[src/core/step_angle_consts.vh]
// Constants for the serial step angle control block.
// Assumes inclusion by the design files under core/; definitions only.
//
// What this block does
// - The step angle index stays in 0..63 and every change wraps modulo 64.
// - The step change is taken from bits 0 to 5 of the run register.
// - The step change is a signed two's complement value added to the index.
// - One unit up is one sixteenth microstep forward, one unit down the same in reverse.
// - The index moves only on the strobe rising edge that ends a run register write.
// - The step rate depends only on strobe rising edges, never on the serial clock rate.
// - All features are controlled over the serial link, with no separate control pins.
// - The phase current table can be reprogrammed serially and then replaces the sine profile.
// - Each phase current is a 6-bit value looked up in the phase current table.
// - Phase A current is read from the table at the present step angle index, phase B at the index plus 16.
`ifndef STEP_ANGLE_CONSTS_VH
`define STEP_ANGLE_CONSTS_VH

// =====================================================================
// Serial frame layout
`define FRAME_BITS       16
`define CMD_HI           15
`define CMD_LO           14
`define CMD_RUN          2'h3
`define CMD_TABLE        2'h2
`define SC_HI            5
`define SC_LO            0
`define TBL_IDX_HI       13
`define TBL_IDX_LO       10
`define TBL_VAL_HI       5
`define TBL_VAL_LO       0

// =====================================================================
// Index and table
`define IDX_RESET        6'h00
`define IDX_QUAD_MSB     4
`define IDX_HALF_MSB     5
`define QUAD_MASK        4'hF
`define DAC_ZERO         6'h00
`define CNT_RESET        5'h00
`define PHASE_B_SHIFT    6'h10

// =====================================================================
// Pin sampling idle levels
`define SYNC_LOW         3'h0
`define SYNC_HIGH        3'h7
`define LVL_LOW          1'b0
`define LVL_HIGH         1'b1

`endif

[src/core/serial_step_angle_control.v]
// Serial step angle control: shift register, run/table decode, index.
// Assumes a host on a three-wire serial link; serial pins are asynchronous
// to sys_clk and are sampled with three flops each.
// Outputs are registered; the phase outputs lag the index by one cycle.
`timescale 1ns/10ps
`default_nettype none
`include "step_angle_consts.vh"

module serial_step_angle_control #(
    parameter FRAME = `FRAME_BITS,
    parameter W     = 6
) (
    // Clock and reset
    input  wire         sys_clk,
    input  wire         reset,
    // Serial link from host
    input  wire         sck,
    input  wire         sdi,
    input  wire         serial_strobe_low,
    // Motor drive outputs
    output wire [W-1:0] phase_a_current,
    output wire         phase_a_dir,
    output wire [W-1:0] phase_b_current,
    output wire         phase_b_dir,
    // Status
    output wire [5:0]   step_angle,
    output reg          step_pulse,
    output reg  [FRAME-1:0] last_frame
);
    // =================================================================
    // Input synchronisers
    reg [2:0] sck_sync_reg;
    reg [2:0] sdi_sync_reg;
    reg [2:0] stb_sync_reg;

    // Serial clock pin through three flops, idles low
    always @(posedge sys_clk or posedge reset) begin
        if (reset) begin
            sck_sync_reg <= `SYNC_LOW;
        end else begin
            sck_sync_reg <= {sck_sync_reg[1:0], sck};
        end
    end

    // Serial data pin through three flops
    always @(posedge sys_clk or posedge reset) begin
        if (reset) begin
            sdi_sync_reg <= `SYNC_LOW;
        end else begin
            sdi_sync_reg <= {sdi_sync_reg[1:0], sdi};
        end
    end

    // Strobe pin through three flops; idles high so reset gives no false edge
    always @(posedge sys_clk or posedge reset) begin
        if (reset) begin
            stb_sync_reg <= `SYNC_HIGH;
        end else begin
            stb_sync_reg <= {stb_sync_reg[1:0], serial_strobe_low};
        end
    end

    // =================================================================
    // Level filter and edge events

    // Second and third stages show the same level
    function stages_agree;
        input [2:0] s;
        begin
            stages_agree = (s[1] == s[2]);
        end
    endfunction

    // Agreed level has just moved to the wanted one, away from the held one
    function moved_to;
        input [2:0] s;
        input       held;
        input       want;
        begin
            moved_to = stages_agree(s) && (s[2] == want) && (held != want);
        end
    endfunction

    // Filtered levels: change once second and third stages agree
    reg  sck_lvl_reg;
    reg  stb_lvl_reg;
    reg  sdi_lvl_reg;
    wire sck_agree = stages_agree(sck_sync_reg);
    wire stb_agree = stages_agree(stb_sync_reg);
    wire sdi_agree = stages_agree(sdi_sync_reg);

    // Held serial clock level
    always @(posedge sys_clk or posedge reset) begin
        if (reset) begin
            sck_lvl_reg <= `LVL_LOW;
        end else if (sck_agree) begin
            sck_lvl_reg <= sck_sync_reg[2];
        end
    end

    // Held strobe level, idle high
    always @(posedge sys_clk or posedge reset) begin
        if (reset) begin
            stb_lvl_reg <= `LVL_HIGH;
        end else if (stb_agree) begin
            stb_lvl_reg <= stb_sync_reg[2];
        end
    end

    // Held data level, taken by the shift register at clock rises
    always @(posedge sys_clk or posedge reset) begin
        if (reset) begin
            sdi_lvl_reg <= `LVL_LOW;
        end else if (sdi_agree) begin
            sdi_lvl_reg <= sdi_sync_reg[2];
        end
    end

    // Edge events on the filtered levels; a pin level must hold
    // for about two sys_clk periods before it counts, so short
    // glitches on the link never make an edge
    wire sck_rise = moved_to(sck_sync_reg, sck_lvl_reg, `LVL_HIGH);
    wire stb_fall = moved_to(stb_sync_reg, stb_lvl_reg, `LVL_LOW);
    wire stb_rise = moved_to(stb_sync_reg, stb_lvl_reg, `LVL_HIGH);

    // =================================================================
    // Frame shift register
    localparam [2:0] S_IDLE  = 3'h1;
    localparam [2:0] S_SHIFT = 3'h2;
    localparam [2:0] S_DONE  = 3'h4;

    reg [2:0]       state_reg;
    reg [2:0]       state_next;
    reg [FRAME-1:0] shift_reg;
    reg [4:0]       count_reg;

    wire frame_full = (count_reg == FRAME[4:0]);

    // Frame state: strobe low opens, strobe high closes
    always @* begin
        state_next = state_reg;
        case (state_reg)
            S_IDLE:  if (stb_fall) state_next = S_SHIFT;
            S_SHIFT: if (stb_rise) state_next = S_DONE;
            S_DONE:  state_next = S_IDLE;
            default: state_next = S_IDLE;
        endcase
    end

    // Shift on serial clock rising edges; clock rate only affects shifting
    always @(posedge sys_clk or posedge reset) begin
        if (reset) begin
            state_reg <= S_IDLE;
            shift_reg <= {FRAME{1'b0}};
            count_reg <= `CNT_RESET;
        end else begin
            state_reg <= state_next;
            if (stb_fall) begin
                count_reg <= `CNT_RESET;
            end else if (state_reg == S_SHIFT && sck_rise) begin
                shift_reg <= {shift_reg[FRAME-2:0], sdi_lvl_reg};
                if (!frame_full) count_reg <= count_reg + 5'h01;
            end
        end
    end

    // =================================================================
    // Command decode at strobe rise
    wire [1:0] cmd      = shift_reg[`CMD_HI:`CMD_LO];
    wire       complete = (state_reg == S_SHIFT) && stb_rise && frame_full;
    wire       run_wr   = complete && (cmd == `CMD_RUN);
    wire       tbl_wr   = complete && (cmd == `CMD_TABLE);
    wire [5:0] sc       = shift_reg[`SC_HI:`SC_LO];

    // Step angle index
    reg [5:0] angle_reg;

    // Signed change added with natural 6-bit wrap
    // Only a run frame of at least sixteen bits, closed by the strobe, moves it
    always @(posedge sys_clk or posedge reset) begin
        if (reset) begin
            angle_reg <= `IDX_RESET;
        end else if (run_wr) begin
            angle_reg <= angle_reg + sc;
        end
    end

    // Pulse in the cycle in which the new index first shows
    always @(posedge sys_clk or posedge reset) begin
        if (reset) begin
            step_pulse <= 1'b0;
        end else begin
            step_pulse <= run_wr;
        end
    end

    // Copy of the last complete frame, whatever its command
    always @(posedge sys_clk or posedge reset) begin
        if (reset) begin
            last_frame <= {FRAME{1'b0}};
        end else if (complete) begin
            last_frame <= shift_reg;
        end
    end

    // Index drives the table lookup and the status port
    assign step_angle = angle_reg;

    // =================================================================
    // Phase current lookup
    phase_table #(
        .W (W)
    ) u_table (
        .sys_clk (sys_clk),
        .reset   (reset),
        .wr_en   (tbl_wr),
        .wr_idx  (shift_reg[`TBL_IDX_HI:`TBL_IDX_LO]),
        .wr_val  (shift_reg[`TBL_VAL_HI:`TBL_VAL_LO]),
        .angle   (angle_reg),
        .cur_a   (phase_a_current),
        .dir_a   (phase_a_dir),
        .cur_b   (phase_b_current),
        .dir_b   (phase_b_dir)
    );
endmodule // serial_step_angle_control
`default_nettype wire

[src/core/phase_table.v]
// Phase current table: 16 programmable quarter-wave entries plus zero.
// Assumes writes come from the serial decoder on the same clock.
`timescale 1ns/10ps
`default_nettype none
`include "step_angle_consts.vh"

module phase_table #(
    parameter W = 6
) (
    // Clock and reset
    input  wire         sys_clk,
    input  wire         reset,
    // Programming port
    input  wire         wr_en,
    input  wire [3:0]   wr_idx,
    input  wire [W-1:0] wr_val,
    // Lookup
    input  wire [5:0]   angle,
    output reg  [W-1:0] cur_a,
    output reg          dir_a,
    output reg  [W-1:0] cur_b,
    output reg          dir_b
);
    reg [W-1:0] tbl_reg [0:15];
    integer     i;

    // Default quarter-sine profile, entry k holds table step k+1
    function [W-1:0] dflt;
        input [3:0] k;
        begin
            case (k)
                4'h0: dflt = 6'h05;
                4'h1: dflt = 6'h0B;
                4'h2: dflt = 6'h12;
                4'h3: dflt = 6'h17;
                4'h4: dflt = 6'h1D;
                4'h5: dflt = 6'h23;
                4'h6: dflt = 6'h28;
                4'h7: dflt = 6'h2C;
                4'h8: dflt = 6'h30;
                4'h9: dflt = 6'h34;
                4'hA: dflt = 6'h37;
                4'hB: dflt = 6'h3A;
                4'hC: dflt = 6'h3C;
                4'hD: dflt = 6'h3E;
                4'hE: dflt = 6'h3F;
                default: dflt = 6'h3F;
            endcase
        end
    endfunction

    // Magnitude of phase A at a step angle, by quadrant mirroring
    function [W-1:0] mag;
        input [5:0] a;
        reg   [3:0] q;
        begin
            q = a[3:0];
            if (a[`IDX_QUAD_MSB] == 1'b0) begin
                mag = (q == 4'h0) ? `DAC_ZERO : tbl_reg[q - 4'h1];
            end else begin
                mag = (q == 4'h0) ? tbl_reg[`QUAD_MASK] : tbl_reg[`QUAD_MASK - q];
            end
        end
    endfunction

    // Programmable entries, loaded serially
    always @(posedge sys_clk or posedge reset) begin
        if (reset) begin
            for (i = 0; i < 16; i = i + 1) tbl_reg[i] <= dflt(i[3:0]);
        end else if (wr_en) begin
            tbl_reg[wr_idx] <= wr_val;
        end
    end

    // Both phases read from the present index, B shifted forward by 16
    always @(posedge sys_clk or posedge reset) begin
        if (reset) begin
            cur_a <= `DAC_ZERO;
            cur_b <= `DAC_ZERO;
            dir_a <= 1'b0;
            dir_b <= 1'b0;
        end else begin
            cur_a <= mag(angle);
            cur_b <= mag(angle + `PHASE_B_SHIFT);
            dir_a <= angle[`IDX_HALF_MSB];
            dir_b <= angle[`IDX_HALF_MSB] ^ angle[`IDX_QUAD_MSB];
        end
    end
endmodule // phase_table
`default_nettype wire

[config.mk]
export PLATFORM = sky130hd
export DESIGN_NAME = serial_step_angle_control
export DESIGN_NICKNAME = d
export VERILOG_FILES = /design/src/core/serial_step_angle_control.v /design/src/core/phase_table.v
export VERILOG_INCLUDE_DIRS = /design/src /design/src/core
export SDC_FILE = /design/constraint.sdc
export NUM_CORES = 1
export LEC_CHECK = 0
export ABC_AREA = 1
export ABC_CLOCK_PERIOD_IN_PS = 13500
export BUFFER_PORTS_ARGS = -buffer_cell sky130_fd_sc_hd__buf_2
export CORE_AREA = 2 2 133 135
export DETAILED_ROUTE_END_ITERATION = 16
export DIE_AREA = 0 0 135 137
export GPL_ROUTABILITY_DRIVEN = 0
export PLACE_DENSITY = 0.66
export SYNTH_ARGS = -nofsm -noshare
export SYNTH_HDL_FRONTEND = slang
export SYNTH_SLANG_ARGS = --single-unit
[constraint.sdc]
create_clock -name sys_clk -period 13.5 [get_ports sys_clk]
set_clock_uncertainty 0.1 [all_clocks]
set_input_delay 1.35 -clock sys_clk [delete_from_list [all_inputs] [get_ports sys_clk]]
set_output_delay 1.35 -clock sys_clk [all_outputs]
set_load 0.005 [all_outputs]
# Yosys cells after proc, flatten, opt, wreduce, memory -nomap -nowiden
# Index checks and enable logic that the tools add are counted.
[totals]
ff_bits = 169
in_bits = 5
output_inout_bits = 37
wordCells = 111
[op_classes]
addsub = 7
order_cmp = 6
n_eq_ne = 11
mux = 27
bitwise_logic = 10
reduce_logical = 18
[op_table]
columns = ["op", "count"]
rows = [
  ["6-bit binary-select mux with 4-bit select", 4],
  ["96-bit bitwise mux", 1],
  ["6-bit 2-to-1 mux", 15],
  ["5-bit >= comparator, second input constant", 5],
  ["4-bit inverter with 5-bit output", 5],
  ["6-bit demux with 4-bit select", 1],
  ["5-bit 2-to-1 mux", 3],
  ["1-bit logical AND", 12],
  ["4-bit logical NOT", 2],
  ["4-bit by 1-bit subtractor with 4-bit output, second input constant", 2],
  ["4-bit subtractor, first input constant", 2],
  ["6-bit adder", 1],
  ["3-bit 2-to-1 mux", 2],
  ["2-bit inequality test, second input constant", 3],
  ["3-bit case mux with 2 select lines", 1],
  ["2-bit AND reduction", 3],
  ["5-bit by 1-bit adder with 5-bit output, second input constant", 1],
  ["5-bit adder, second input constant", 1],
  ["5-bit == test, second input constant", 1],
  ["5-bit by 1-bit < comparator with 1-bit output, second input constant", 1],
  ["2-bit == test, second input constant", 2],
  ["1-bit inverter", 4],
  ["1-bit == test", 3],
  ["3-bit by 1-bit == test with 1-bit output, second input constant", 1],
  ["3 further kinds", 3],
]

# Depth between registers and ports, before layout
[logic_depth]
ltp_word = 8
ltp_mapped = 12
mapped_depth_nobuf = 10

# By module
# From an unflattened synthesis, not the netlist that was laid out.
[hier_totals]
cells_unflattened = 1035
area_unflattened_um2 = 8623.3
[by_module_without_submodules]
columns = ["module", "instances", "cells_per_inst", "area_each_um2", "seq_area_each_um2"]
rows = [
  ["phase_table", 1, 780, 5914.4, 2825.2],
  ["serial_step_angle_control", 1, 255, 2708.8, 1482.7],
]

# Worst setup path after synthesis
# No wires, ideal clock.
[synth_path]
path_kind = "register -> register"
startpoint = "register angle_reg[1] (netlist: step_angle[1])"
endpoint = "register u_table.cur_a[3]"
setup_ns = 0.118
t_arrival_ns = 2.111
required_time_ns = 13.282
setup_slack_ns = 11.171
stages_incl_launch_ff = 12
path_buffers = 4
period_less_slack_ns = 2.329
cell_sequence = "dfrtp_1 -> buf_2 -> clkinv_1 -> buf_2 -> ha_1 -> clkbuf_1 -> clkbuf_1 -> nand3_1 -> nand3_1 -> nand3_1 -> nand4_1 -> nand2_1"
[synth_between]
elab_chain_cells = 7
word_cells_on_any_way = 14
cone_classes = "2 x add/sub; 9 x mux; 2 x bitwise; 1 x reduce/logical"
[synth_rtl]
columns = ["element", "line", "source"]
rows = [
  ["start: declaration", "serial_step_angle_control.v:176", "reg [5:0] angle_reg;"],
  ["start signal: assignment", "serial_step_angle_control.v:182", "angle_reg <= `IDX_RESET;"],
  ["start signal: assignment", "serial_step_angle_control.v:184", "angle_reg <= angle_reg + sc;"],
  ["4-bit by 1-bit subtractor with 4-bit output or 4-bit subtractor (tied branches)", "--", ""],
  ["4-bit inverter with 5-bit output (on tied branches)", "phase_table.v:59, phase_table.v:61", ""],
  ["6-bit binary-select mux with 4-bit select (on tied branches)", "phase_table.v:59, phase_table.v:61", ""],
  ["6-bit 2-to-1 mux (on tied branches) (3 in a row)", "phase_table.v:59, phase_table.v:61", ""],
  ["6-bit 2-to-1 mux *", "phase_table.v:58", "if (a[`IDX_QUAD_MSB] == 1'b0) begin"],
  ["end signal: assignment", "phase_table.v:78", "cur_a <= `DAC_ZERO;"],
  ["end signal: assignment", "phase_table.v:83", "cur_a <= mag(angle);"],
  ["end: declaration", "phase_table.v:19", "output reg [W-1:0] cur_a,"],
]
# Every way passes the cells marked *; elsewhere a longest branch is shown, timed or not. The select of a mux whose other input is x is not followed.
# A chain may end at the register's enable or synchronous reset.

# Worst setup path after layout
[layout_path]
startpoint = "register angle_reg[1] (netlist: step_angle[1])"
endpoint = "register u_table.cur_b[5]"
[layout_between]
elab_chain_cells = 8
word_cells_on_any_way = 15
cone_classes = "3 x add/sub; 9 x mux; 2 x bitwise; 1 x reduce/logical"
[layout_rtl]
columns = ["element", "line", "source"]
rows = [
  ["5-bit adder (no line) *", "--", ""],
  ["4-bit by 1-bit subtractor with 4-bit output or 4-bit subtractor (tied branches)", "--", ""],
  ["4-bit inverter with 5-bit output (on tied branches)", "phase_table.v:59, phase_table.v:61", ""],
  ["6-bit binary-select mux with 4-bit select (on tied branches)", "phase_table.v:59, phase_table.v:61", ""],
  ["6-bit 2-to-1 mux (on tied branches) (3 in a row)", "phase_table.v:59, phase_table.v:61", ""],
  ["6-bit 2-to-1 mux *", "phase_table.v:58", ""],
  ["end signal: assignment", "phase_table.v:79", "cur_b <= `DAC_ZERO;"],
  ["end signal: assignment", "phase_table.v:84", "cur_b <= mag(angle + `PHASE_B_SHIFT);"],
  ["end: declaration", "phase_table.v:21", "output reg [W-1:0] cur_b,"],
]
# Marks and branches as above.

==> flow_summary.json <==
{
  "outcome": "complete, no violations",
  "drive_gt1_share_pct": 17.0,
  "h-tree-depth": 4,
  "drt-initial-drc-count": 742,
  "num_rows": 48,
  "crit_arrival_ps": 3800,
  "syn2layout_area_growth_pct": 9.31,
  "combPwrFrac_pct": 2.7,
  "final_antenna_net_count": 0,
  "avgSynthCellArea_um2": 8.26,
  "synth.distinct_cells": 36,
  "clock_path_buffers": 2,
  "slew_headroom_pct": 25.5,
  "max_freq_ghz": 0.284,
  "hpwl_mm": 14.5,
  "finalHoldViolCount": 0,
  "grt_max_degree": 64,
  "rsz0062_at_grt": "no",
  "grt_use_total_pct": 25.1,
  "min_period_ps": 3530,
  "initial_core_util_pct": 49.9,
  "synth_warnings": 0,
  "setup_ws_ps": 9970,
  "cts_setup_buffers": 0,
  "first_global_vias": 6510,
  "die_w_um": 135,
  "syn_inst": 1032,
  "ir_drop_uv": 92.4,
  "antenna_cells": 0,
  "drv_cap": 0,
  "place_worst_setup_slack_ps": 10100,
  "cts.root.buffer_cell": "clkbuf_16",
  "powerDensity_nw_per_um2": 112,
  "fin_hold_ws_ps": 251,
  "critPathKind": "flip-flop to flip-flop",
  "cts.clk_slew.worst_paths_ps": 80,
  "avgViaCountPerCell": 5.48,
  "crit_top_cell": "nand3_1",
  "io_buffers": 41,
  "crit_required_ps": 13780,
  "synth.yosys.seq_area_share_pct": 50.6,
  "pwr-share-seq_pct": 50.0,
  "drv_slew": 0,
  "cts.sinks": 169,
  "die_area_um2": 18500,
  "switching_share_pct": 25.9,
  "tns_ps": 0,
  "drcViolationCount": 0,
  "vias": 6978,
  "cp-end-kind": "flip-flop",
  "wl_per_cell_um": 16.9,
  "synth_top_area_share_pct": 31.1,
  "crit_chain": "clkinv_1 > ha_1 > inv_1 > nand3_1 > nand3_1 > nand3_1 > nand4_1 > nand2_1",
  "ios": 42,
  "place_area_um2": 8690,
  "whs_path_depth": 0,
  "cp_slowest_cell": "ha_1",
  "coreArea_um2": 17100,
  "synth_area_um2": 8520,
  "hp-class": "flip-flop to flip-flop",
  "p_int_mw": 0.776,
  "grt_pass1_wl_mm": 35.5,
  "power_mw": 1.05,
  "numCtsBuffers": 17,
  "synth_nets": 1049,
  "synth_area_leader_cell": "dfrtp_1",
  "largest_reg_flops": 96,
  "cpPeakStageDelay_ps": 1090,
  "num-nets-final": 1053,
  "power.switching_mw": 0.271,
  "finalCritPeriodShare_pct": 26.1,
  "p_leak_nw": 4.12,
  "synthTopCellsByArea": "dfrtp_1 31%, dfstp_2 19%, nand2_1 16%",
  "worst_slew_pin_slew_ps": 1110,
  "clock_latency_ps": 450,
  "drt_first_pass_iters": 6,
  "antenna_found_initial": 0,
  "wirelength_mm": 21.5,
  "critPathMaxFanout": 27,
  "gr-total-overflow": 0,
  "final_area_um2": 9310,
  "worst_setup_path_start_kind": "flip-flop",
  "cts_tree": "built",
  "cts-hold-fix-buffers": 0,
  "cts_resized": 0,
  "reg2regPathDepth": 8,
  "ys_ff_latch": 169,
  "p_clk_share_pct": 47.3,
  "die_h_um": 137,
  "setup_viol": 0
}
==> cells by family after synthesis <==
group	count (synthesis)	share of synthesized area, %
and+or+nand+nor	566	29.9
DFF	169	50.6
AOI/OAI and AO/OA	147	9.27
buffers and inverters	124	6.95
adders and majority gates	13	1.97
xor gates and xnor gates	11	1.13
muxes	2	0.264
==> through the flow <==
step           util [%]  instances
2_1_floorplan         -       1032
3_3_place_gp       51.0       1242
3_5_place_dp       51.0       1242
4_1_cts            54.6       1274
5_1_grt            54.6       1274
6_report           54.6       1274
==> final timing paths <==
kind                                  from                  end  slack, ps
max in group asynchronous            reset  u_table.tbl_reg[75]      10680
hold reg to reg            stb_sync_reg[0]      stb_sync_reg[1]        250
setup reg to reg             step_angle[1]     u_table.cur_b[5]       9970
setup / recovery             step_angle[1]     u_table.cur_b[5]       9970
min in group asynchronous            reset         state_reg[2]        850
hold / removal             stb_sync_reg[0]      stb_sync_reg[1]        250
==> routing by layer <==
layer  vias to the layer above  share of wire [%]  global-route usage (%)
li1                       3394                  -                       -
met1                      3308                 48                    37.3
met2                       239                 44                    36.6
met3                        37                6.1                    4.63
met4                         0                2.3                    9.03
met5                         -                  0                       0
==> power by group through the flow <==
stage,logic (mW),registers [mW],clock network (mW)
5_1_grt,0.0333,0.524,0.526
3_3_place_gp,0.0283,0.532,0
2_1_floorplan,0.0216,0.530,0
4_1_cts,0.0294,0.523,0.503
3_5_place_dp,0.0293,0.533,0
6_report,0.0282,0.524,0.495
==> cells in the mapped netlist (all sizes together) <==
cell      n
nor2     21
mux2      2
nand3b    1
dfrtp   106
nor3      2
ha       11
clkbuf   24
dfstp    63
maj3      1
nand4    13
nand2   354
a21oi     9
fa        1
a31oi     1
xnor2     4
o21ai   137
clkinv    2
nand3   175
xor2      7
buf      36
inv      62
==> cells in the final DEF, fill, tap and decap left out, types with 2 or more instances in the layout <==
| cell | Yosys | routed |
|---|---|---|
| o21ai_2 | 14 | 14 |
| ha_1 | 11 | 11 |
| nor2_4 | 2 | 2 |
| o21ai_0 | 75 | 75 |
| inv_6 | 0 | 4 |
| xor2_1 | 7 | 7 |
| clkinv_1 | 2 | 2 |
| nand3_1 | 165 | 165 |
| o21ai_1 | 48 | 48 |
| xnor2_1 | 4 | 4 |
| nand2_1 | 352 | 352 |
| a21oi_1 | 9 | 9 |
| inv_8 | 0 | 2 |
| clkbuf_16 | 0 | 17 |
| nor2_1 | 18 | 18 |
| buf_4 | 1 | 4 |
| dfstp_2 | 63 | 63 |
| nand4_1 | 13 | 13 |
| inv_2 | 3 | 3 |
| buf_2 | 23 | 41 |
| dfrtp_1 | 106 | 106 |
| nand3_4 | 9 | 9 |
| inv_1 | 58 | 57 |
| mux2_2 | 2 | 2 |
| clkinv_8 | 0 | 7 |
==> layout make-up <==
class                      count  area (um^2)
sequential                   169         4310
clock inverter                15          195
fill                        1590         7740
timing repair buffer          45          235
multi-input combinational    739         3620
clock buffer                  17          425
inverter                      64          248
tap                          225          282
==> worst max-delay path, delay by kind of cell, from the launching register on <==
kind,cells,cell delay [ps]
adder cells (fa/ha/maj),1,1090
flip-flops,1,350
AND/OR/NAND/NOR,5,740
buffers and inverters,2,1180
No activity file was read; power rests on OpenSTA's default activity.
